--- config.mk ---
export PLATFORM = sky130hd
export DESIGN_NAME = tbtc_regs
export DESIGN_NICKNAME = d
export VERILOG_FILES = /design/src/shared/tbtc_pkg.sv /design/src/shared/tbtc_test_if.sv /design/src/verilog/tbtc_err_cnt.sv /design/src/verilog/tbtc_patt_gen.sv /design/src/verilog/tbtc_regs.sv
export SDC_FILE = /design/constraint.sdc
export NUM_CORES = 1
export LEC_CHECK = 0
export BUFFER_PORTS_ARGS = -buffer_cell sky130_fd_sc_hd__buf_2
export CORE_ASPECT_RATIO = 1.4
export CORE_MARGIN = 5
export CORE_UTILIZATION = 50
export DETAILED_ROUTE_END_ITERATION = 8
export PLACE_DENSITY = 0.9
export SLEW_MARGIN = 30
export SYNTH_ARGS = -nofsm -noshare
export SYNTH_HDL_FRONTEND = slang
export SYNTH_HIERARCHICAL = 1
export SYNTH_SLANG_ARGS = --single-unit
--- constraint.sdc ---
create_clock -name clk -period 2.9 [get_ports clk]
set_input_delay 0.145 -clock clk [delete_from_list [all_inputs] [get_ports clk]]
set_output_delay 0.145 -clock clk [all_outputs]
set_load 0.005 [all_outputs]
--- src/shared/tbtc_pkg.sv ---
/*
  tbtc_pkg: register map, field positions, reset values and timing
  constants of the 10BASE-T control and driver test register pair.
  assumes a 25 MHz core clock and a 32-bit APB register bus.
*/
package tbtc_pkg;

  // ****************************************************************
  // register map
  // ****************************************************************
  localparam logic [7:0] TBTC_IDX_STS_CTRL = 8'h1A;
  localparam logic [7:0] TBTC_IDX_TEST_EXT = 8'h1B;
  localparam logic [11:0] TBTC_ADDR_STS_CTRL = {2'h0, TBTC_IDX_STS_CTRL, 2'h0};
  localparam logic [11:0] TBTC_ADDR_TEST_EXT = {2'h0, TBTC_IDX_TEST_EXT, 2'h0};
  localparam int TBTC_REG_W = 16;

  // ****************************************************************
  // ten_mb_status_control fields
  // ****************************************************************
  localparam int TBTC_B_RSV_TOP = 15;
  localparam int TBTC_B_RSV_HI = 14;
  localparam int TBTC_B_RSV_LO = 12;
  localparam int TBTC_B_SQ_HI = 11;
  localparam int TBTC_B_SQ_LO = 9;
  localparam int TBTC_B_LOOP_DIS = 8;
  localparam int TBTC_B_LINK_PULSE_DISABLE = 7;
  localparam int TBTC_B_LINK_FRC = 6;
  localparam int TBTC_B_POL_FRC = 5;
  localparam int TBTC_B_POL_STS = 4;
  localparam int TBTC_B_APOL_DIS = 3;
  localparam int TBTC_B_SIL_MSB = 2;
  localparam int TBTC_B_HB_DIS = 1;
  localparam int TBTC_B_JAB_DIS = 0;
  localparam logic [2:0] TBTC_RST_RSV = 3'h0;
  localparam logic [2:0] TBTC_RST_SQ = 3'h4;
  localparam logic TBTC_RST_SIL_MSB = 1'b1;

  // ****************************************************************
  // driver_test_bist_ext fields
  // ****************************************************************
  localparam int TBTC_B_ERR_HI = 15;
  localparam int TBTC_B_ERR_LO = 8;
  localparam int TBTC_B_RSV7 = 7;
  localparam int TBTC_B_MII_CLK = 6;
  localparam int TBTC_B_CONT = 5;
  localparam int TBTC_B_PAT_EN = 4;
  localparam int TBTC_B_PULLUP = 3;
  localparam int TBTC_B_GAP = 2;
  localparam int TBTC_B_PSEL_HI = 1;
  localparam int TBTC_B_PSEL_LO = 0;
  localparam logic [7:0] TBTC_ERR_MAX = 8'hFF;
  localparam logic [7:0] TBTC_ERR_RST = 8'h00;

  // ****************************************************************
  // pattern select and gap timing
  // ****************************************************************
  typedef enum logic [1:0] {
    TBTC_PAT_DATA_EOP0 = 2'h0,
    TBTC_PAT_DATA_EOP1 = 2'h1,
    TBTC_PAT_LINK_PULSE = 2'h2,
    TBTC_PAT_MANCH_ONES = 2'h3
  } tbtc_pat_t;
  localparam int TBTC_CLK_MHZ = 25;
  localparam int TBTC_GAP_SHORT_US = 10;
  localparam int TBTC_GAP_LONG_US = 15;
  localparam int TBTC_GAP_W = 9;
  localparam logic [TBTC_GAP_W-1:0] TBTC_GAP_SHORT_CYC = TBTC_GAP_W'(TBTC_GAP_SHORT_US * TBTC_CLK_MHZ);
  localparam logic [TBTC_GAP_W-1:0] TBTC_GAP_LONG_CYC = TBTC_GAP_W'(TBTC_GAP_LONG_US * TBTC_CLK_MHZ);
  localparam logic [TBTC_GAP_W-1:0] TBTC_GAP_ONE = 9'h001;

endpackage

--- src/shared/tbtc_test_if.sv ---
/*
  tbtc_test_if: carries pattern generator and self test counter
  signals between the register bank and its two helpers.
  assumes all parties run on the same clock.
*/
`timescale 1ns/10ps
interface tbtc_test_if;
  import tbtc_pkg::*;
  logic pat_en;
  logic gap_long;
  logic [1:0] pat_sel;
  logic seq_start;
  logic seq_done;
  logic seq_busy;
  logic restart;
  logic nibble_err;
  logic [7:0] err_count;
  modport bank (output pat_en, output gap_long, output pat_sel, output seq_done, output restart,
                output nibble_err, input seq_start, input seq_busy, input err_count);
  modport patt (input pat_en, input gap_long, input pat_sel, input seq_done, output seq_start,
                output seq_busy);
  modport errc (input restart, input nibble_err, output err_count);
endinterface

--- src/verilog/tbtc_err_cnt.sv ---
/*
  tbtc_err_cnt: saturating count of errored nibbles during self test.
  assumes restart and nibble_err are single-cycle pulses on clk.
*/
`timescale 1ns/10ps
module tbtc_err_cnt
  import tbtc_pkg::*;
(
  // clock and reset
  input wire logic clk,
  input wire logic nrst,
  // counter signals
  tbtc_test_if.errc tif
);

  logic [7:0] cnt_ff;

  always_ff @(posedge clk or negedge nrst) begin
    if (!nrst) begin
      cnt_ff <= TBTC_ERR_RST;
    end else if (tif.restart) begin
      cnt_ff <= TBTC_ERR_RST;
    end else if (tif.nibble_err && (cnt_ff != TBTC_ERR_MAX)) begin
      cnt_ff <= cnt_ff + 8'h01;
    end
  end

  assign tif.err_count = cnt_ff;

endmodule

--- src/verilog/tbtc_patt_gen.sv ---
/*
  tbtc_patt_gen: sequences 10 Mb driver test patterns with a gap timer.
  assumes the transmitter pulses seq_done when a sequence ends.
*/
`timescale 1ns/10ps
module tbtc_patt_gen
  import tbtc_pkg::*;
(
  // clock and reset
  input wire logic clk,
  input wire logic nrst,
  input wire logic soft_rst,
  // pattern signals
  tbtc_test_if.patt tif
);

  typedef enum logic [1:0] {TBTC_PG_IDLE, TBTC_PG_SEND, TBTC_PG_GAP} tbtc_pg_t;
  tbtc_pg_t state_ff;
  logic [TBTC_GAP_W-1:0] gap_ff;
  logic start_ff;

  always_ff @(posedge clk or negedge nrst) begin
    if (!nrst) begin
      state_ff <= TBTC_PG_IDLE;
      gap_ff <= '0;
      start_ff <= 1'b0;
    end else if (soft_rst || !tif.pat_en) begin
      state_ff <= TBTC_PG_IDLE;
      gap_ff <= '0;
      start_ff <= 1'b0;
    end else begin
      start_ff <= 1'b0;
      unique case (state_ff)
        TBTC_PG_IDLE: begin
          state_ff <= TBTC_PG_SEND;
          start_ff <= 1'b1;
        end
        TBTC_PG_SEND: begin
          if (tif.seq_done) begin
            state_ff <= TBTC_PG_GAP;
            gap_ff <= (tif.gap_long ? TBTC_GAP_LONG_CYC : TBTC_GAP_SHORT_CYC) - TBTC_GAP_ONE;
          end
        end
        TBTC_PG_GAP: begin
          if (gap_ff == '0) begin
            state_ff <= TBTC_PG_SEND;
            start_ff <= 1'b1;
          end else begin
            gap_ff <= gap_ff - TBTC_GAP_ONE;
          end
        end
      endcase
    end
  end

  assign tif.seq_start = start_ff;
  assign tif.seq_busy = (state_ff == TBTC_PG_SEND);

endmodule

--- src/verilog/tbtc_regs.sv ---
/*
  tbtc_regs: 10BASE-T control/status and driver test/self test
  extension registers behind an APB slave.
  assumes status inputs come from logic on clk, except the MAC side
  link force pin which is synchronised here.
*/
// The implementer's own choice: register access over APB.
`timescale 1ns/10ps
module tbtc_regs
  import tbtc_pkg::*;
(
  // clock and reset
  input wire logic clk,
  input wire logic nrst,
  input wire logic soft_rst,
  // apb slave
  input wire logic psel,
  input wire logic penable,
  input wire logic pwrite,
  input wire logic [11:0] paddr,
  input wire logic [31:0] pwdata,
  input wire logic [3:0] pstrb,
  output logic [31:0] prdata,
  output logic pready,
  output logic pslverr,
  // link and mode status
  input wire logic basic_ctrl_loopback,
  input wire logic mac_side_link_force,
  input wire logic speed_100,
  input wire logic full_duplex,
  input wire logic signal_detect_config,
  input wire logic pol_invert_detect,
  input wire logic phy_status_read,
  // self test status
  input wire logic selftest_active,
  input wire logic selftest_restart,
  input wire logic selftest_nibble_err,
  input wire logic test_seq_done,
  // 10BASE-T controls
  output logic [2:0] squelch_sel,
  output logic ten_mb_loop_disable,
  output logic link_pulse_tx_en,
  output logic link_good_forced,
  output logic force_inverted_pol,
  output logic auto_pol_correct_en,
  output logic polarity_status,
  output logic [1:0] silence_thresh_sel,
  output logic heartbeat_en,
  output logic jabber_en,
  // driver test and self test controls
  output logic mii_clk_force,
  output logic selftest_continuous,
  output logic driver_pattern_enable,
  output logic [1:0] driver_pattern_select,
  output logic driver_seq_start,
  output logic driver_seq_busy,
  output logic mgmt_data_pullup_en
);

  // ****************************************************************
  // storage
  // ****************************************************************
  logic [2:0] rsv_hi_ff;
  logic [2:0] squelch_ff;
  logic loop_dis_ff;
  logic link_pulse_disable_ff;
  logic link_frc_ff;
  logic pol_frc_ff;
  logic pol_sts_ff;
  logic apol_dis_ff;
  logic sil_msb_ff;
  logic hb_dis_ff;
  logic jab_dis_ff;
  logic rsv7_ff;
  logic mii_clk_ff;
  logic cont_ff;
  logic pat_en_ff;
  logic pullup_ff;
  logic gap_ff;
  logic [1:0] pat_sel_ff;
  logic [31:0] rdata_ff;
  logic rd_pol_ff;
  logic link_sync1_ff;
  logic link_sync2_ff;
  logic nxt_pol_sts;
  logic [15:0] sts_ctrl_word;
  logic [15:0] test_ext_word;

  tbtc_test_if tif ();

  // ****************************************************************
  // apb decode
  // ****************************************************************
  logic setup_ph;
  logic access_ph;
  logic hit_sts;
  logic hit_test;
  logic wr_sts;
  logic wr_test;
  logic rd_sts;

  assign setup_ph = psel && !penable;
  assign access_ph = psel && penable;
  assign hit_sts = (paddr == TBTC_ADDR_STS_CTRL);
  assign hit_test = (paddr == TBTC_ADDR_TEST_EXT);
  assign wr_sts = access_ph && pwrite && hit_sts;
  assign wr_test = access_ph && pwrite && hit_test;
  assign rd_sts = access_ph && !pwrite && hit_sts;
  assign pready = 1'b1;
  assign pslverr = access_ph && !(hit_sts || hit_test);

  // ****************************************************************
  // read words
  // ****************************************************************
  // top bit reads zero
  assign sts_ctrl_word[TBTC_B_RSV_TOP] = 1'b0;
  assign sts_ctrl_word[TBTC_B_RSV_HI:TBTC_B_RSV_LO] = rsv_hi_ff;
  assign sts_ctrl_word[TBTC_B_SQ_HI:TBTC_B_SQ_LO] = squelch_ff;
  assign sts_ctrl_word[TBTC_B_LOOP_DIS] = loop_dis_ff;
  assign sts_ctrl_word[TBTC_B_LINK_PULSE_DISABLE] = link_pulse_disable_ff;
  assign sts_ctrl_word[TBTC_B_LINK_FRC] = link_frc_ff;
  assign sts_ctrl_word[TBTC_B_POL_FRC] = pol_frc_ff;
  assign sts_ctrl_word[TBTC_B_POL_STS] = pol_sts_ff;
  assign sts_ctrl_word[TBTC_B_APOL_DIS] = apol_dis_ff;
  assign sts_ctrl_word[TBTC_B_SIL_MSB] = sil_msb_ff;
  assign sts_ctrl_word[TBTC_B_HB_DIS] = hb_dis_ff;
  assign sts_ctrl_word[TBTC_B_JAB_DIS] = jab_dis_ff;

  assign test_ext_word[TBTC_B_ERR_HI:TBTC_B_ERR_LO] = tif.err_count;
  assign test_ext_word[TBTC_B_RSV7] = rsv7_ff;
  assign test_ext_word[TBTC_B_MII_CLK] = mii_clk_ff;
  assign test_ext_word[TBTC_B_CONT] = cont_ff;
  assign test_ext_word[TBTC_B_PAT_EN] = pat_en_ff;
  assign test_ext_word[TBTC_B_PULLUP] = pullup_ff;
  assign test_ext_word[TBTC_B_GAP] = gap_ff;
  assign test_ext_word[TBTC_B_PSEL_HI:TBTC_B_PSEL_LO] = pat_sel_ff;

  // read data captured in setup, shown in access
  always_ff @(posedge clk or negedge nrst) begin
    if (!nrst) begin
      rdata_ff <= '0;
      rd_pol_ff <= 1'b0;
    end else if (setup_ph && !pwrite) begin
      rdata_ff <= hit_sts ? {16'h0000, sts_ctrl_word} : (hit_test ? {16'h0000, test_ext_word} : 32'h0000_0000);
      rd_pol_ff <= hit_sts && pol_sts_ff;
    end
  end

  assign prdata = rdata_ff;

  // ****************************************************************
  // 10BASE-T control writes, low byte
  // ****************************************************************
  // hard reset defaults
  always_ff @(posedge clk or negedge nrst) begin
    if (!nrst) begin
      link_pulse_disable_ff <= 1'b0;
      link_frc_ff <= 1'b0;
      pol_frc_ff <= 1'b0;
      apol_dis_ff <= 1'b0;
      sil_msb_ff <= TBTC_RST_SIL_MSB;
      hb_dis_ff <= 1'b0;
      jab_dis_ff <= 1'b0;
    end else if (wr_sts && pstrb[0]) begin
      link_pulse_disable_ff <= pwdata[TBTC_B_LINK_PULSE_DISABLE];
      link_frc_ff <= pwdata[TBTC_B_LINK_FRC];
      pol_frc_ff <= pwdata[TBTC_B_POL_FRC];
      apol_dis_ff <= pwdata[TBTC_B_APOL_DIS];
      sil_msb_ff <= pwdata[TBTC_B_SIL_MSB];
      hb_dis_ff <= pwdata[TBTC_B_HB_DIS];
      jab_dis_ff <= pwdata[TBTC_B_JAB_DIS];
    end
  end

  // ****************************************************************
  // 10BASE-T control writes, high byte
  // ****************************************************************
  // squelch field store
  always_ff @(posedge clk or negedge nrst) begin
    if (!nrst) begin
      rsv_hi_ff <= TBTC_RST_RSV;
      squelch_ff <= TBTC_RST_SQ;
      loop_dis_ff <= 1'b0;
    end else if (wr_sts && pstrb[1]) begin
      rsv_hi_ff <= pwdata[TBTC_B_RSV_HI:TBTC_B_RSV_LO];
      squelch_ff <= pwdata[TBTC_B_SQ_HI:TBTC_B_SQ_LO];
      loop_dis_ff <= pwdata[TBTC_B_LOOP_DIS];
    end
  end

  // ****************************************************************
  // polarity latch
  // ****************************************************************
  // latch high, read clears
  always_comb begin
    nxt_pol_sts = pol_sts_ff;
    if ((rd_sts && rd_pol_ff) || phy_status_read) begin
      nxt_pol_sts = 1'b0;
    end
    if (pol_invert_detect) begin
      nxt_pol_sts = 1'b1;
    end
  end

  always_ff @(posedge clk or negedge nrst) begin
    if (!nrst) begin
      pol_sts_ff <= 1'b0;
    end else begin
      pol_sts_ff <= nxt_pol_sts;
    end
  end

  // ****************************************************************
  // driver test and self test writes
  // ****************************************************************
  // hard reset only
  always_ff @(posedge clk or negedge nrst) begin
    if (!nrst) begin
      rsv7_ff <= 1'b0;
      mii_clk_ff <= 1'b0;
      cont_ff <= 1'b0;
      pat_en_ff <= 1'b0;
      pullup_ff <= 1'b0;
      gap_ff <= 1'b0;
      pat_sel_ff <= TBTC_PAT_DATA_EOP0;
    end else if (wr_test && pstrb[0]) begin
      rsv7_ff <= pwdata[TBTC_B_RSV7];
      mii_clk_ff <= pwdata[TBTC_B_MII_CLK];
      cont_ff <= pwdata[TBTC_B_CONT];
      pat_en_ff <= pwdata[TBTC_B_PAT_EN];
      pullup_ff <= pwdata[TBTC_B_PULLUP];
      gap_ff <= pwdata[TBTC_B_GAP];
      pat_sel_ff <= pwdata[TBTC_B_PSEL_HI:TBTC_B_PSEL_LO];
    end
  end

  // ****************************************************************
  // mac side link force synchroniser
  // ****************************************************************
  always_ff @(posedge clk or negedge nrst) begin
    if (!nrst) begin
      link_sync1_ff <= 1'b0;
      link_sync2_ff <= 1'b0;
    end else begin
      link_sync1_ff <= mac_side_link_force;
      link_sync2_ff <= link_sync1_ff;
    end
  end

  // ****************************************************************
  // 10BASE-T control outputs
  // ****************************************************************
  assign squelch_sel = squelch_ff;
  assign ten_mb_loop_disable = loop_dis_ff | basic_ctrl_loopback;
  assign link_pulse_tx_en = !link_pulse_disable_ff;
  assign link_good_forced = link_frc_ff | link_sync2_ff;
  assign force_inverted_pol = pol_frc_ff && !speed_100;
  assign auto_pol_correct_en = !apol_dis_ff;
  assign polarity_status = pol_sts_ff;
  assign silence_thresh_sel = {sil_msb_ff, signal_detect_config};
  assign heartbeat_en = !speed_100 && !full_duplex && !hb_dis_ff;
  assign jabber_en = speed_100 || !jab_dis_ff;

  // ****************************************************************
  // driver test and self test outputs
  // ****************************************************************
  // force MII clocks
  assign mii_clk_force = mii_clk_ff;
  assign selftest_continuous = cont_ff && selftest_active;
  assign mgmt_data_pullup_en = pullup_ff;

  assign tif.pat_en = pat_en_ff;
  assign tif.pat_sel = pat_sel_ff;
  assign tif.gap_long = gap_ff;
  assign tif.seq_done = test_seq_done;
  assign tif.restart = selftest_restart;
  assign tif.nibble_err = selftest_nibble_err;
  assign driver_pattern_enable = pat_en_ff;
  assign driver_pattern_select = pat_en_ff ? pat_sel_ff : TBTC_PAT_DATA_EOP0;
  assign driver_seq_start = tif.seq_start;
  assign driver_seq_busy = tif.seq_busy;

  // ****************************************************************
  // helpers
  // ****************************************************************
  tbtc_patt_gen u_patt (
    .clk(clk),
    .nrst(nrst),
    .soft_rst(soft_rst),
    .tif(tif.patt)
  );

  tbtc_err_cnt u_errc (
    .clk(clk),
    .nrst(nrst),
    .tif(tif.errc)
  );

endmodule
# After elaboration in Yosys (flattened, before gate mapping)

Cells that the tools add are included.

Logic and storage cells: 98
Input bits: 65
Output and inout bits: 55
Register bits after elaboration: 78

Mux-type cells: 19
Equality and inequality tests: 8
Bitwise gates (word level): 2
Add/subtract/negate cells: 3
Reduce and logical (&&, ||, !) cells: 40

Operators by type and width:

| kind                | number |
|---|---|
| $mux 9              | 4 |
| $mux 16             | 2 |
| $eq 12x7->1 const B | 2 |
| $logic_and 1x1->1   | 19 |
| $pmux 9 s2          | 1 |
| $sub 9x1->9 const B | 2 |
| $mux 8              | 2 |
| $logic_not 1->1     | 10 |
| $logic_not 9->1     | 1 |
| $add 8x1->8 const B | 1 |
| $mux 2              | 4 |
| $ne 8x8->1 const B  | 1 |
| $ne 3x2->1 const B  | 2 |
| $pmux 2 s3          | 1 |
| $logic_or 1x1->1    | 4 |
| $mux 1              | 4 |
| $reduce_bool 2->1   | 2 |
| $ne 3x1->1 const B  | 1 |
| $reduce_and 3->1    | 1 |
| $reduce_bool 3->1   | 1 |
| $eq 2x1->1 const B  | 1 |
| $eq 2x2->1 const B  | 1 |
| $logic_not 2->1     | 1 |
| $or 1x1->1          | 2 |
| 2 further kinds     | 2 |

# Depth between registers and ports, before layout

Gate-level depths: netlist of run 1.

Depth after elaboration: 7
Mapped depth: 9
Gate-level depth less buffers: 8

# Modules after synthesis

Netlist of run 1, hierarchy kept.

By module, submodules not included:

| module        | seq. area each (um^2) | cells an instance | area an instance (um^2) | instances |
|---|---|---|---|---|
| tbtc_regs     | 1053.5                | 172               | 2125.8                  | 1 |
| tbtc_patt_gen | 300.3                 | 78                | 740.7                   | 1 |
| tbtc_err_cnt  | 200.2                 | 49                | 464.2                   | 1 |

# Worst setup path before layout of run 1

No wires, ideal clock.

Path kind: flip-flop to flip-flop
Start point: register u_patt.state_ff[0]
End point: register u_patt.gap_ff[8]
Arrival: 1.981 ns
Cell stages (with the launch flop): 10
Required time: 2.810 ns
Buffers on the path: 1
Period minus slack after synthesis: 2.072 ns
Setup time: 0.090 ns
Slack: 0.828 ns
Cell sequence: dfrtp_1 > nand2b_1 > buf_2 > nand2_1 > a21boi_0 > ha_1 > nor4b_2 > nand2_1 > o31a_1 > o221ai_1

Cells in the longest elaborated chain, start to end: 3
Elaborated cells between the ends (all ways): 8
Classes of those cells: eq/ne: 4; mux: 2; reduce/logical: 2

Ends and longest elaborated chain:

| what                                                 | line                | source |
|---|---|---|
| start, declared                                      | tbtc_patt_gen.sv:18 | `tbtc_pg_t state_ff;` |
| start signal, assigned                               | tbtc_patt_gen.sv:24 | `state_ff <= TBTC_PG_IDLE;` |
| start signal, assigned                               | tbtc_patt_gen.sv:28 | `state_ff <= TBTC_PG_IDLE;` |
| start signal, assigned                               | tbtc_patt_gen.sv:35 | `state_ff <= TBTC_PG_SEND;` |
| $eq 2x2->1 or $eq 2x1->1 (tied branches)             | tbtc_patt_gen.sv:33 | `unique case (state_ff)` |
| $ne 3x2->1 (no line) (tied with other cells)         | n/a                 |  |
| $reduce_and 3->1 (no line) or $mux 9 (tied branches) | n/a                 |  |
| end signal, assigned                                 | tbtc_patt_gen.sv:41 | `gap_ff <= (tif.gap_long ? TBTC_GAP_LONG_CYC : TBTC_GAP_SHORT_CYC) - TBTC_GAP_ONE;` |
| end signal, assigned                                 | tbtc_patt_gen.sv:49 | `gap_ff <= gap_ff - TBTC_GAP_ONE;` |
| end, declared                                        | tbtc_patt_gen.sv:19 | `logic [TBTC_GAP_W-1:0] gap_ff;` |

Parallel ways exist; a longest one is shown, timed or not.
A chain may end at the register's enable or synchronous reset.

# Worst setup path in the final report of run 1

Same ends and word-level chain as after synthesis.

==> results of run 1 <==
## registers in the layout (all words and copies together) (netlist names), 2 cells and up
| name | flops |
|---|---|
| pat_sel_ff | 2 |
| prdata | 16 |
| rsv_hi_ff | 3 |
| squelch_sel | 3 |
| u_errc/tif.err_count | 8 |
| u_patt/gap_ff | 9 |
| u_patt/state_ff | 2 |
## per-layer routing
layer	GRT usage (%)	vias up	share of wire, %
li1	-	1230	-
met1	23.20	1311	38
met2	35.48	121	53
met3	4.034	18	7.0
met4	8.354	0	1.9
met5	0	-	0
## critical path: cells and delay by family, from the launching register on
kind            cells  cell delay [ns]
flops               1             0.42
simple gates        4             0.78
fa+ha+maj           1             0.27
compound gates      3             0.70
## synth_stat cells, types with 5 or more instances
library cell               count
sky130_fd_sc_hd__dfrtp_1      60
sky130_fd_sc_hd__nand2_1      26
sky130_fd_sc_hd__mux2_2       20
sky130_fd_sc_hd__buf_4        19
sky130_fd_sc_hd__o31ai_1      17
sky130_fd_sc_hd__mux2i_1      16
sky130_fd_sc_hd__nor2_1        9
sky130_fd_sc_hd__nor2b_1       8
sky130_fd_sc_hd__clkbuf_1      7
sky130_fd_sc_hd__mux2_4        7
sky130_fd_sc_hd__nand2b_1      6
sky130_fd_sc_hd__nand3_1       6
sky130_fd_sc_hd__nor3_1        6
sky130_fd_sc_hd__o22ai_1       6
sky130_fd_sc_hd__a21oi_1       5
## worst min path at each step
stage	slack, ns	startpoint	endpoint
floorplan	-0.15	nrst	apol_dis_ff$_DFFE_PN0P_
global route	0.04	pwdata[8]	loop_dis_ff$_DFFE_PN0P_
finish	0.04	pwdata[9]	squelch_sel[0]$_DFFE_PN0P_
global placement	0.12	nrst	prdata[5]$_DFFE_PN0P_
detailed placement	0.13	nrst	prdata[5]$_DFFE_PN0P_
CTS	0.03	pwdata[4]	driver_pattern_enable$_DFFE_PN0P_
## logic make-up (layout without fill, tap and decap cells)
family	count (synthesis)	in the layout	synth area share, %
flops	62	62	46.66
simple gates	107	107	20.70
mux	43	43	14.73
fa+ha+maj	2	2	0.7512
buf+inv	36	110	6.762
compound gates	47	47	10.18
other cells	2	17	0.2255
## layout by cell type (no fill, tap or decap), types with 2 or more instances in the layout
cell                            synthesis  layout
sky130_fd_sc_hd__a22o_1                 2       2
sky130_fd_sc_hd__nand2_1               26      26
sky130_fd_sc_hd__and3_1                 4       4
sky130_fd_sc_hd__nor3_1                 6       6
sky130_fd_sc_hd__nor2_1                 9       9
sky130_fd_sc_hd__o22ai_1                6       6
sky130_fd_sc_hd__dfrtp_1               60      60
sky130_fd_sc_hd__ha_1                   2       2
sky130_fd_sc_hd__mux2_4                 7       7
sky130_fd_sc_hd__nand3_1                6       6
sky130_fd_sc_hd__nor4_4                 2       2
sky130_fd_sc_hd__nor4b_1                2       2
sky130_fd_sc_hd__a21oi_1                5       5
sky130_fd_sc_hd__nor4_1                 2       2
sky130_fd_sc_hd__o31ai_1               17      17
sky130_fd_sc_hd__or3_1                  4       4
sky130_fd_sc_hd__mux2i_1               16      16
sky130_fd_sc_hd__clkbuf_8               0      10
sky130_fd_sc_hd__clkbuf_1               7       2
sky130_fd_sc_hd__conb_1                 2      17
sky130_fd_sc_hd__a211oi_1               3       3
sky130_fd_sc_hd__dlygate4sd3_1          0       2
sky130_fd_sc_hd__buf_2                  3      81
sky130_fd_sc_hd__nor3_2                 4       4
sky130_fd_sc_hd__a31oi_1                3       3
sky130_fd_sc_hd__and2_1                 4       4
sky130_fd_sc_hd__nor2b_1                8       8
sky130_fd_sc_hd__clkinv_2               0       2
sky130_fd_sc_hd__or4b_4                 3       3
sky130_fd_sc_hd__dfstp_2                2       2
sky130_fd_sc_hd__nand2b_1               6       6
sky130_fd_sc_hd__nor3b_1                3       3
sky130_fd_sc_hd__buf_4                 19       6
sky130_fd_sc_hd__or2_2                  2       2
sky130_fd_sc_hd__or3b_2                 2       2
sky130_fd_sc_hd__inv_1                  4       4
sky130_fd_sc_hd__nand3b_1               2       2
sky130_fd_sc_hd__mux2_2                20      20
sky130_fd_sc_hd__nand4_1                4       4
## through the flow
step                      hold WS (ns)  area [um2]
after floorplan                -0.1506        3387
after global placement          0.1155        3724
after detailed placement        0.1322        3724
after CTS                      0.02863        3936
after global routing           0.03675        3936
final                          0.04177        3936
## cell type report
type,count,area [um2]
flip-flops and latches,62,1554
fillers,547,2589
well taps,74,92.59
inverters,5,18.77
repair buffers,89,470.5
multi-input cells,216,1608
clock inverters,4,47.55
clock buffers,12,145.1
## where the power goes
part           switching [uW]  leakage (uW)  internal, uW  total [uW]
clock network             322     0.0000964           418         740
registers                6.24      0.000850           870         876
logic                    64.4       0.00102          45.1         110
==> summary.md, run 1 <==
In this run the tightest slew margin relative to its limit is 52.55%. The tools report the net total in the final layout as 450. The fmax is 0.4420 GHz. The cell repeated most along the worst path is sky130_fd_sc_hd__nand2_1. The most used flip-flop cell after synthesis is sky130_fd_sc_hd__dfrtp_1. The number of routed nets with antenna violations was 0. The first global-routing pass estimated 13100 um of wire.

Summing internal, switching and leakage power gives 1726 uW. The signed area change from the synthesized netlist to the final layout works out to 18.18%. The number of DRC violations after detailed-routing iteration 0 came out at 224.

In this run the critical register-to-register path is captured at u_patt/gap_ff[8]$_DFFE_PN0P_. The worst register-to-register path begins at u_patt/state_ff[0]$_DFFE_PN0P_. The initial utilization of the core area, before any placement, comes to 51.05%. The number of global-route vias before repair was 2697. The synthesized design contains 0 enable-type register cells. For the total via count after detailed routing, the log shows 2680. The tools report the setup TNS after final layout as 0 ns. The initial antenna violation count was 0. The post-route netlist has 38.66% of its cells at a drive strength greater than 1. The signal on the critical path passes through nand2b_1, nand2_1, a21boi_0, ha_1, nor4b_2, nand2_1, o31a_1, o221ai_1.

In the finished design, the share of the clock period the worst path needs comes to 78.02%. Synthesis inferred 62 register bits. For this run, the slowest stage of the critical path takes 0.42 ns. Synthesis instantiated 57 different standard cells from the library. TritonCTS created 9 clock buffers. Clock latency on the worst-skew pair, taken at its later pin, is 0.34 ns. Once the clock tree was built, the setup fixing pass inserted 0 buffers.

For this design the static power due to leakage is 0.001971 uW. For flop-to-flop paths, the worst setup slack is 0.64 ns. The number of cells in the design after placement was 444; the total power density per cell area was 438.4 nW/um2. Setup repair after global routing left no endpoint under its margin.

For the highest ir drop seen on vdd, the log shows 0.0003151 V. Before antenna repair, the detailed router went through 4 iterations. Setup violations remaining at the end of the flow were counted as 0. A synthesized cell averages 11.14 um2.

In this run the deepest clock path goes through 2 buffers. Measured in cells, the most critical reg-to-reg path has a length of 8. The floorplan step defined a core boundary enclosing 6525 um2.

In this run the cell area of the synthesized design comes to 3331 um2. For the pin with the worst max-slew slack, the measured transition is 0.7118 ns. The number of core rows is 35.

Die footprint: 8417 um2. Once layout is complete, the utilization of the core stands at 60.33%. Data on the critical path is required at its endpoint by 3.15 ns. The critical-path maximum fanout was 5; the clock skew after layout was 0.01086 ns. Yosys printed 6 warnings. The flow ran to the end, and the final reports show no timing, DRC or antenna violations. For the total overflow reported by the global router, the log shows 0.

Across all setup checks in the final design, the least slack found is 0.6375 ns. After clock tree synthesis, the flow added hold-fix buffers numbering 2. The clock period could shrink to 2.263 ns. For this block, the routed nets add up to 8051 um of wire.

The horizontal die dimension was 78.98 um. Buffers placed on the I/O ports in this run total 81. The repair_antennas step left the layout with diodes totalling 0.

The worst setup path startpoint was u_patt/state_ff[0]$_DFFE_PN0P_. The tools report the top-level port count as 120. The count of final max-slew check failures was 0. After synthesis, the cell types taking the most area are sky130_fd_sc_hd__dfrtp_1 (45%), sky130_fd_sc_hd__mux2_2 (6.8%), sky130_fd_sc_hd__mux2i_1 (4.8%). Master cell of the clock root buffer: sky130_fd_sc_hd__clkbuf_8.

For this run, the total global-route usage over all layers was measured as 20.01%. The gate count of the mapped netlist was 299. The critical path in this run is classified as flop to flop.

The average wire per standard cell was 17.43 um. The overall die height was 106.6 um. The biggest area contributor in the post-synthesis netlist is sky130_fd_sc_hd__dfrtp_1. CTS saw 62 sinks. Fraction of registers with async set or reset after synthesis: 100.0%.

The tool flagged a number of max-cap violations equal to 0. For this run, the number of standard cells in the final layout without fillers is 462. Data arrives at the worst endpoint at 2.51 ns. TritonCTS built the clock tree. Using the TritonRoute via totals, the vias-per-cell ratio works out to 5.801. The worst min-delay path category was primary input to flop. At the end of routability-driven placement, the weighted congestion stood at 0.8493. Counting instances, the worst hold path has a depth of 2. In this run the biggest area consumer among cell types represents 45.08% of the synthesized area.

After detailed routing, the number of remaining DRC violations is 0. Once the clock tree was built, the resizer swapped 0 gates to a different size. After clock tree synthesis, the clock-pin slew on the worst setup and hold paths is 0.07 ns.

STA classifies the critical path startpoint as a flop. Count of H-tree levels built during CTS: 3. Cell type of the slowest stage on the worst timing path: sky130_fd_sc_hd__dfrtp_1. The final number of hold-violating endpoints came out at 0. The pre-CTS setup slack was 0.6630 ns. The maximum number of pins on one net before global-route repair came out at 43.

The most critical setup path has its endpoint at u_patt/gap_ff[8]$_DFFE_PN0P_. The kind of end point of the critical path is a flop. The detailed placement HPWL was 6001 um; the part of the Yosys area used for sequential elements was 46.66%.
Note: power is estimated with default switching activity, not from simulation.
==> run 2: changes to the inputs <==
clock period = 2.1 ns   (was 2.9 ns; I/O delays follow)
==> summary.md, run 2 (synthesized netlist as in run 1, its figures left out) <==
The critical-path maximum fanout was 4 (-1); the arrival time at the worst endpoint was 2.19 ns (-0.32 ns). The tools report the placer's final routability congestion estimate as 0.8325 (-2.0%). The data required time of the critical path came out at 2.32 ns (-0.83 ns).

Number of DRC violations after detailed-routing iteration 0: 176 (-21%). The number of buffers added on ports is 81 (unchanged). The area of the placeable core came out at 6525 um2 (unchanged). The number of setup buffers added after CTS was 0 (unchanged); the static leakage was 0.002059 uW (+4.5%).

The worst-case clock buffer depth is 2 (unchanged), and the number of buffers created by CTS is 9 (unchanged). The clock transition time at the flip-flop clock pins of the worst setup and hold paths is 0.07 ns (about the same), and the total via count after detailed routing is 2693 (+0.49%). The run gives 3796 um2 (+1.9%) as the placed standard-cell area. STA classifies the critical path endpoint as a flop.

The fraction of the cycle the final worst path needs works out to 94.11% (+16 points). The maximum number of pins on one net before global-route repair is 63 (+47%). The signal on the critical path passes through nand2b_1, nand2_1, a21boi_1, ha_2, or3b_2, o211ai_1, o22ai_1. The top-level port count is 120 (unchanged). For the effective utilization at floorplan, the log shows 51.05% (unchanged). The cell family contributing the most delay on the critical path is simple AND/OR/NAND/NOR gates. Number of inserted filler cells in the final layout: 535 (-2.2%). The master cell of the clock root buffer was sky130_fd_sc_hd__clkbuf_8. For the count of final max-slew check failures, the log shows 0 (unchanged).

The clock latency at the later pin of the worst-skew pair came out at 0.34 ns (about the same). The average wire per standard cell came out at 17.17 um (-1.5%). The logs give 0.0004971 V (+58%) for the highest ir drop seen on vdd and 0.5060 GHz (+14%) for the fmax.

Die footprint: 8417 um2 (unchanged). The antenna cell count was 0 (unchanged). The run finished with clean final reports. The signed area change from the synthesized netlist to the final layout is 23.74%. The detailed placement HPWL is 6004 um (about the same). Setup repair after global routing left no endpoint under its margin.

The clock skew after layout is 0.007535 ns (-0.003322 ns). Share of post-route cells with drive strength above 1: 39.07% (+0.41 points). Setup violation total in the final timing report: 0 (unchanged). On the critical path, the stage with the largest delay is an instance of sky130_fd_sc_hd__or3b_2. TritonCTS built the clock tree. The clock sink count is 62 (unchanged).

The final number of hold-violating endpoints is 0 (unchanged). The setup TNS after final layout came out at 0 ns (unchanged). The count of H-tree levels built during CTS came out at 3 (unchanged). The total global routing track utilization was 20.65% (+0.64 points); the number of routed nets with antenna violations was 0 (unchanged). The run gives 35 (unchanged) as the number of core rows. In the layout the commonest cells are sky130_fd_sc_hd__buf_2 (81), sky130_fd_sc_hd__dfrtp_1 (60), sky130_fd_sc_hd__nand2_1 (26), sky130_fd_sc_hd__mux2_2 (20).

The delay of the slowest cell on the worst path works out to 0.47 ns (+0.05 ns). The post-layout minimum cycle time was 1.976 ns (-0.2861 ns); the total DRC errors in the routed layout was 0 (unchanged). The setup path with the least slack is of type flop to flop. For the initial antenna violation count, the log shows 0 (unchanged).

Worst min-delay path category: primary input to flop. The relative slew slack was 66.54% (+14 points); the final worst setup slack was 0.1236 ns (-0.5139 ns). For the number of detailed-routing iterations run before antenna repair, the log shows 4 (unchanged). The horizontal die dimension came out at 78.98 um (unchanged). The run gives 13540 um (+3.4%) as the first-pass GRT wire length.

The tools report the pre-CTS setup slack as 0.07295 ns (-0.5900 ns). The type of element launching the critical path was a flop. The total overflow reported by the global router was 0 (unchanged); the total power density per cell area was 584.2 nW/um2 (+33%).

The via count normalized by instance count came out at 5.599 (-3.5%). The transition time at the pin with the least slew margin came out at 0.5018 ns (-0.2100 ns). The flip-flop count of the largest register, all copies and words added was 16 (unchanged); the final core area utilization was 63.16% (+2.8 points). The area of all placed cells without fillers came out at 4121 um2 (+4.7%).

The number of buffers and inverters on the critical path was 0 (unchanged); the number of max-cap violations was 0 (unchanged). Number of global-route vias before repair: 2886 (+7.0%). The overall die height works out to 106.6 um (unchanged).

For the wire length reported by the detailed router, the log shows 8260 um (+2.6%). The run gives 469 (+4.2%) as the net total in the final layout. Most frequent standard cell in the layout excluding fill and tap cells: sky130_fd_sc_hd__buf_2.
==> run 2: changes by cell type in the layout (fill, tap and decap cells not counted) <==
cell,before,now
sky130_fd_sc_hd__buf_4,6,13
sky130_fd_sc_hd__ha_1,2,1
sky130_fd_sc_hd__a21boi_1,1,2
sky130_fd_sc_hd__buf_12,0,1
sky130_fd_sc_hd__a21boi_0,1,0
sky130_fd_sc_hd__dlygate4sd3_1,2,13
sky130_fd_sc_hd__ha_2,0,1
==> run 2: path summary, 6_finish.rpt <==
kind	slack, ns	start	cells after the start	end
max in group asynchronous	1.47	nrst	3	squelch_sel[2]$_DFFE_PN1P_
hold / removal	0.02	pwdata[5]	2	cont_ff$_DFFE_PN0P_
setup reg to reg	0.12	u_patt/state_ff[0]$_DFFE_PN0P_	7	u_patt/gap_ff[4]$_DFFE_PN0P_
hold reg to reg	0.36	link_sync1_ff$_DFF_PN0_	0	link_sync2_ff$_DFF_PN0_
min in group asynchronous	0.31	nrst	3	prdata[4]$_DFFE_PN0P_
setup / recovery	0.12	u_patt/state_ff[0]$_DFFE_PN0P_	7	u_patt/gap_ff[4]$_DFFE_PN0P_
==> run 2: routing by layer <==
| metal | vias up | GRT usage (%) | share of wire (%) |
|---|---|---|---|
| met5 | - | 0 | 0 |
| met4 | 0 | 8.231 | 2.1 |
| li1 | 1274 | - | - |
| met3 | 16 | 5.546 | 6.0 |
| met2 | 93 | 37.35 | 54 |
| met1 | 1310 | 22.54 | 38 |
==> run 2: layout make-up <==
| type | count | area, um2 | share of cell area [%] |
|---|---|---|---|
| multi-input combinational | 216 | 1610 | 39.07 |
| sequential | 62 | 1554 | 37.70 |
| timing repair buffer | 108 | 653.1 | 15.85 |
| clock buffer | 12 | 145.1 | 3.522 |
| tap | 74 | 92.59 | 2.247 |
| clock inverter | 4 | 47.55 | 1.154 |
| inverter | 5 | 18.77 | 0.4554 |
==> run 2: repair_timing <==
| action | 4_1_cts | 5_1_grt |
|---|---|---|
| resized for setup | 0 | 2 |
| hold buffers | 12 | 1 |
| setup endpoints to repair | 0 | 3 |
| endpoints found under the hold margin | 72 | 1 |
==> run 2: power breakdown <==
part / switching (uW) / internal [uW]
sequential: 8.71 / 1200
clock: 448 / 577
combinational: 92.2 / 80.3
==> run 2: stage by stage <==
| step | power (uW) | cells | hold slack [ns] |
|---|---|---|---|
| after CTS | 2433 | 480 | 0.0002180 |
| after floorplan | 1318 | 314 | -0.1906 |
| after global routing | 2510 | 481 | 0.003010 |
| after detailed placement | 1387 | 452 | 0.1448 |
| after global placement | 1380 | 452 | 0.1369 |
| final | 2408 | 481 | 0.01751 |
==> run 3: changes to the inputs <==
CELL_PAD_IN_SITES_DETAIL_PLACEMENT = 1   (was not set)
CELL_PAD_IN_SITES_GLOBAL_PLACEMENT = 1   (was not set)
CORE_UTILIZATION = 38   (was 50)
==> summary.md, run 3 (synthesized netlist as in run 1, its figures left out) <==
The flow ran to the end, and the final reports show no timing, DRC or antenna violations. The overall die height is 120.8 um (+13%). TritonCTS built the clock tree. The logs give 0 (unchanged) for the total overflow reported by the global router and 0 (unchanged) for the count of final max-slew check failures.

In this run the critical register-to-register path is captured at u_patt/gap_ff[4]$_DFFE_PN0P_. The clock skew after layout came out at 0.005239 ns (-0.002295 ns). The critical path is of the flop to flop type. The die footprint was 10760 um2 (+28%); the number of global-route vias before repair was 3019 (+4.6%). The cell type of the slowest stage on the worst timing path was sky130_fd_sc_hd__or3b_2. The net total in the final layout was 462 (-1.5%). In the layout the commonest cells are sky130_fd_sc_hd__buf_2 (81), sky130_fd_sc_hd__dfrtp_1 (60), sky130_fd_sc_hd__nand2_1 (26), sky130_fd_sc_hd__mux2_2 (20). The final number of hold-violating endpoints is 0 (unchanged), and the count of cell instances traversed by the critical path is 7 (unchanged). For the placer's final routability congestion estimate, the log shows 0.8708 (+4.6%). The horizontal die dimension was 89.13 um (+13%); the worst hold margin was 0.007446 ns (-0.01007 ns). The number of buffers created by CTS is 9 (unchanged), and the clock latency at the later pin of the worst-skew pair is 0.33 ns (about the same). The setup violation total in the final timing report came out at 0 (unchanged). The average wire per standard cell was 18.78 um (+9.3%); the first-pass GRT wire length was 15260 um (+13%). The number of buffers added on ports came out at 81 (unchanged). The static leakage was 0.002094 uW (+1.7%). For the number of cells in the finished layout apart from fillers, the log shows 505 (+5.0%). The detailed placement HPWL was 7156 um (+19%); the share of post-route cells with drive strength above 1 was 40.50% (+1.4 points).

The clock sink count is 62 (unchanged). The tools report the number of cells in the design after placement as 484 (+7.1%). Traced cell by cell, the critical path runs through nand2b_1, buf_4, nor2_1, ha_2, or3b_2, o211ai_1, o22ai_1.

The most critical setup path has its endpoint at u_patt/gap_ff[4]$_DFFE_PN0P_. The delay of the slowest cell on the worst path was 0.47 ns (about the same). The tools report the kind of end point of the critical path as a flop. The logs give 2700 (+0.26%) for the total via count after detailed routing and 120 (unchanged) for the top-level port count.

The number of buffers and inverters on the critical path came out at 1 (+1). The tools report the count of H-tree levels built during CTS as 3 (unchanged). Total power density per cell area: 700.6 nW/um2 (+20%).

The initial antenna violation count was 0 (unchanged); the number of core rows was 40 (+14%). The tools report the maximum number of pins on one net before global-route repair as 63 (unchanged). The flip-flop count of the largest register, all copies and words added is 16 (unchanged). The worst reg-to-reg path cell count is 7 (unchanged), and the worst-case clock buffer depth is 2 (unchanged). The worst setup path startpoint was u_patt/state_ff[0]$_DFFE_PN0P_. The master cell of the clock root buffer was sky130_fd_sc_hd__clkbuf_16. The number of max-cap violations was 0 (unchanged). STA classifies the critical path startpoint as a flop. The register-to-register setup slack is 0.13 ns (about the same), and the total global routing track utilization is 18.42% (-2.2 points). Setup repair after global routing left no endpoint under its margin. The number of DRC violations after detailed-routing iteration 0 is 95 (-46%).

Relative to the synthesized area, the layout overhead comes to 26.75%. The via count normalized by instance count is 5.347 (-4.5%), and the post-layout minimum cycle time is 1.968 ns (-0.008639 ns). The worst flop-to-flop path startpoint was u_patt/state_ff[0]$_DFFE_PN0P_. The tools report the number of routed nets with antenna violations as 0 (unchanged). In this run the worst hold path is classified as primary input to flop. The fraction of the cycle the final worst path needs is 93.70% (-0.41 points). The most frequent standard cell in the layout excluding fill and tap cells is sky130_fd_sc_hd__buf_2. The fmax was 0.5082 GHz (+0.44%); the data required time of the critical path was 2.30 ns (-0.02 ns).

For the area of the placeable core, the log shows 8558 um2 (+31%). The arrival time at the worst endpoint came out at 2.17 ns (-0.02 ns). Kind of cell with the highest combined delay on the critical path: simple AND/OR/NAND/NOR gates. The tools report the antenna cell count as 0 (unchanged). The number of detailed-routing iterations run before antenna repair is 4 (unchanged), and the effective utilization at floorplan is 38.92% (-12 points). The wire length reported by the detailed router came out at 9482 um (+15%).

The run gives 0 (unchanged) as the total DRC errors in the routed layout. The critical-path maximum fanout was 8 (+4); the clock transition time at the flip-flop clock pins of the worst setup and hold paths was 0.05 ns (-0.02 ns). The highest ir drop seen on vdd was 0.0004021 V (-19%).
==> run 3: layout make-up <==
class / count / area (um2)
clock inverters: 4 / 70.07
flip-flops and latches: 62 / 1554
fillers: 955 / 4337
repair buffers: 101 / 578.1
clock buffers: 12 / 246.5
inverters: 5 / 18.77
well taps: 105 / 131.4
multi-input cells: 216 / 1623
==> run 3: through the flow <==
stage | total power, uW | instance area (um2) | utilization (%) | TNS (ns) | setup slack, ns
finish | 2958 | 4222 | 49.33 | 0 | 0.1322
global route | 3066 | 4222 | 49.33 | 0 | 0.02333
CTS | 2991 | 4202 | 49.09 | 0 | 0.06040
detailed placement | 1392 | 3842 | 44.90 | -0.009845 | -0.005417
global placement | 1384 | 3842 | 44.90 | 0 | 0.1232
floorplan | 1318 | 3387 | - | 0 | 0.02850
==> run 3: per-layer routing <==
layer	up-vias	part of all wire, %	GRT usage (%)
met5	-	0	0
met4	0	2.1	6.238
met3	20	5.0	3.954
met2	81	57	33.81
met1	1347	36	20.30
li1	1252	-	-
==> run 3: power by group <==
part           switching, uW  total [uW]  internal (uW)
Sequential              9.58        1210           1200
Clock                    514        1580           1070
Combinational           93.8         163           69.7
==> run 3: repair_timing <==
action	in CTS	in global routing
hold endpoints to repair	63	0
setup buffers	0	1
pin swaps	0	1
endpoints found under the setup margin	2	2
hold buffers	4	0
resized for setup	2	2
==> run 3: worst min-delay path by stage <==
stage                    start                      endpoint  slack [ns]  cells past startpoint
floorplan                 nrst       apol_dis_ff$_DFFE_PN0P_       -0.19                      0
global placement          nrst  u_patt/gap_ff[6]$_DFFE_PN0P_        0.14                      2
detailed placement        nrst  u_patt/gap_ff[6]$_DFFE_PN0P_        0.15                      2
CTS                 pwdata[13]      rsv_hi_ff[1]$_DFFE_PN0P_       0.003                      2
global route        pwdata[13]      rsv_hi_ff[1]$_DFFE_PN0P_       0.008                      2
finish              pwdata[13]      rsv_hi_ff[1]$_DFFE_PN0P_       0.007                      2
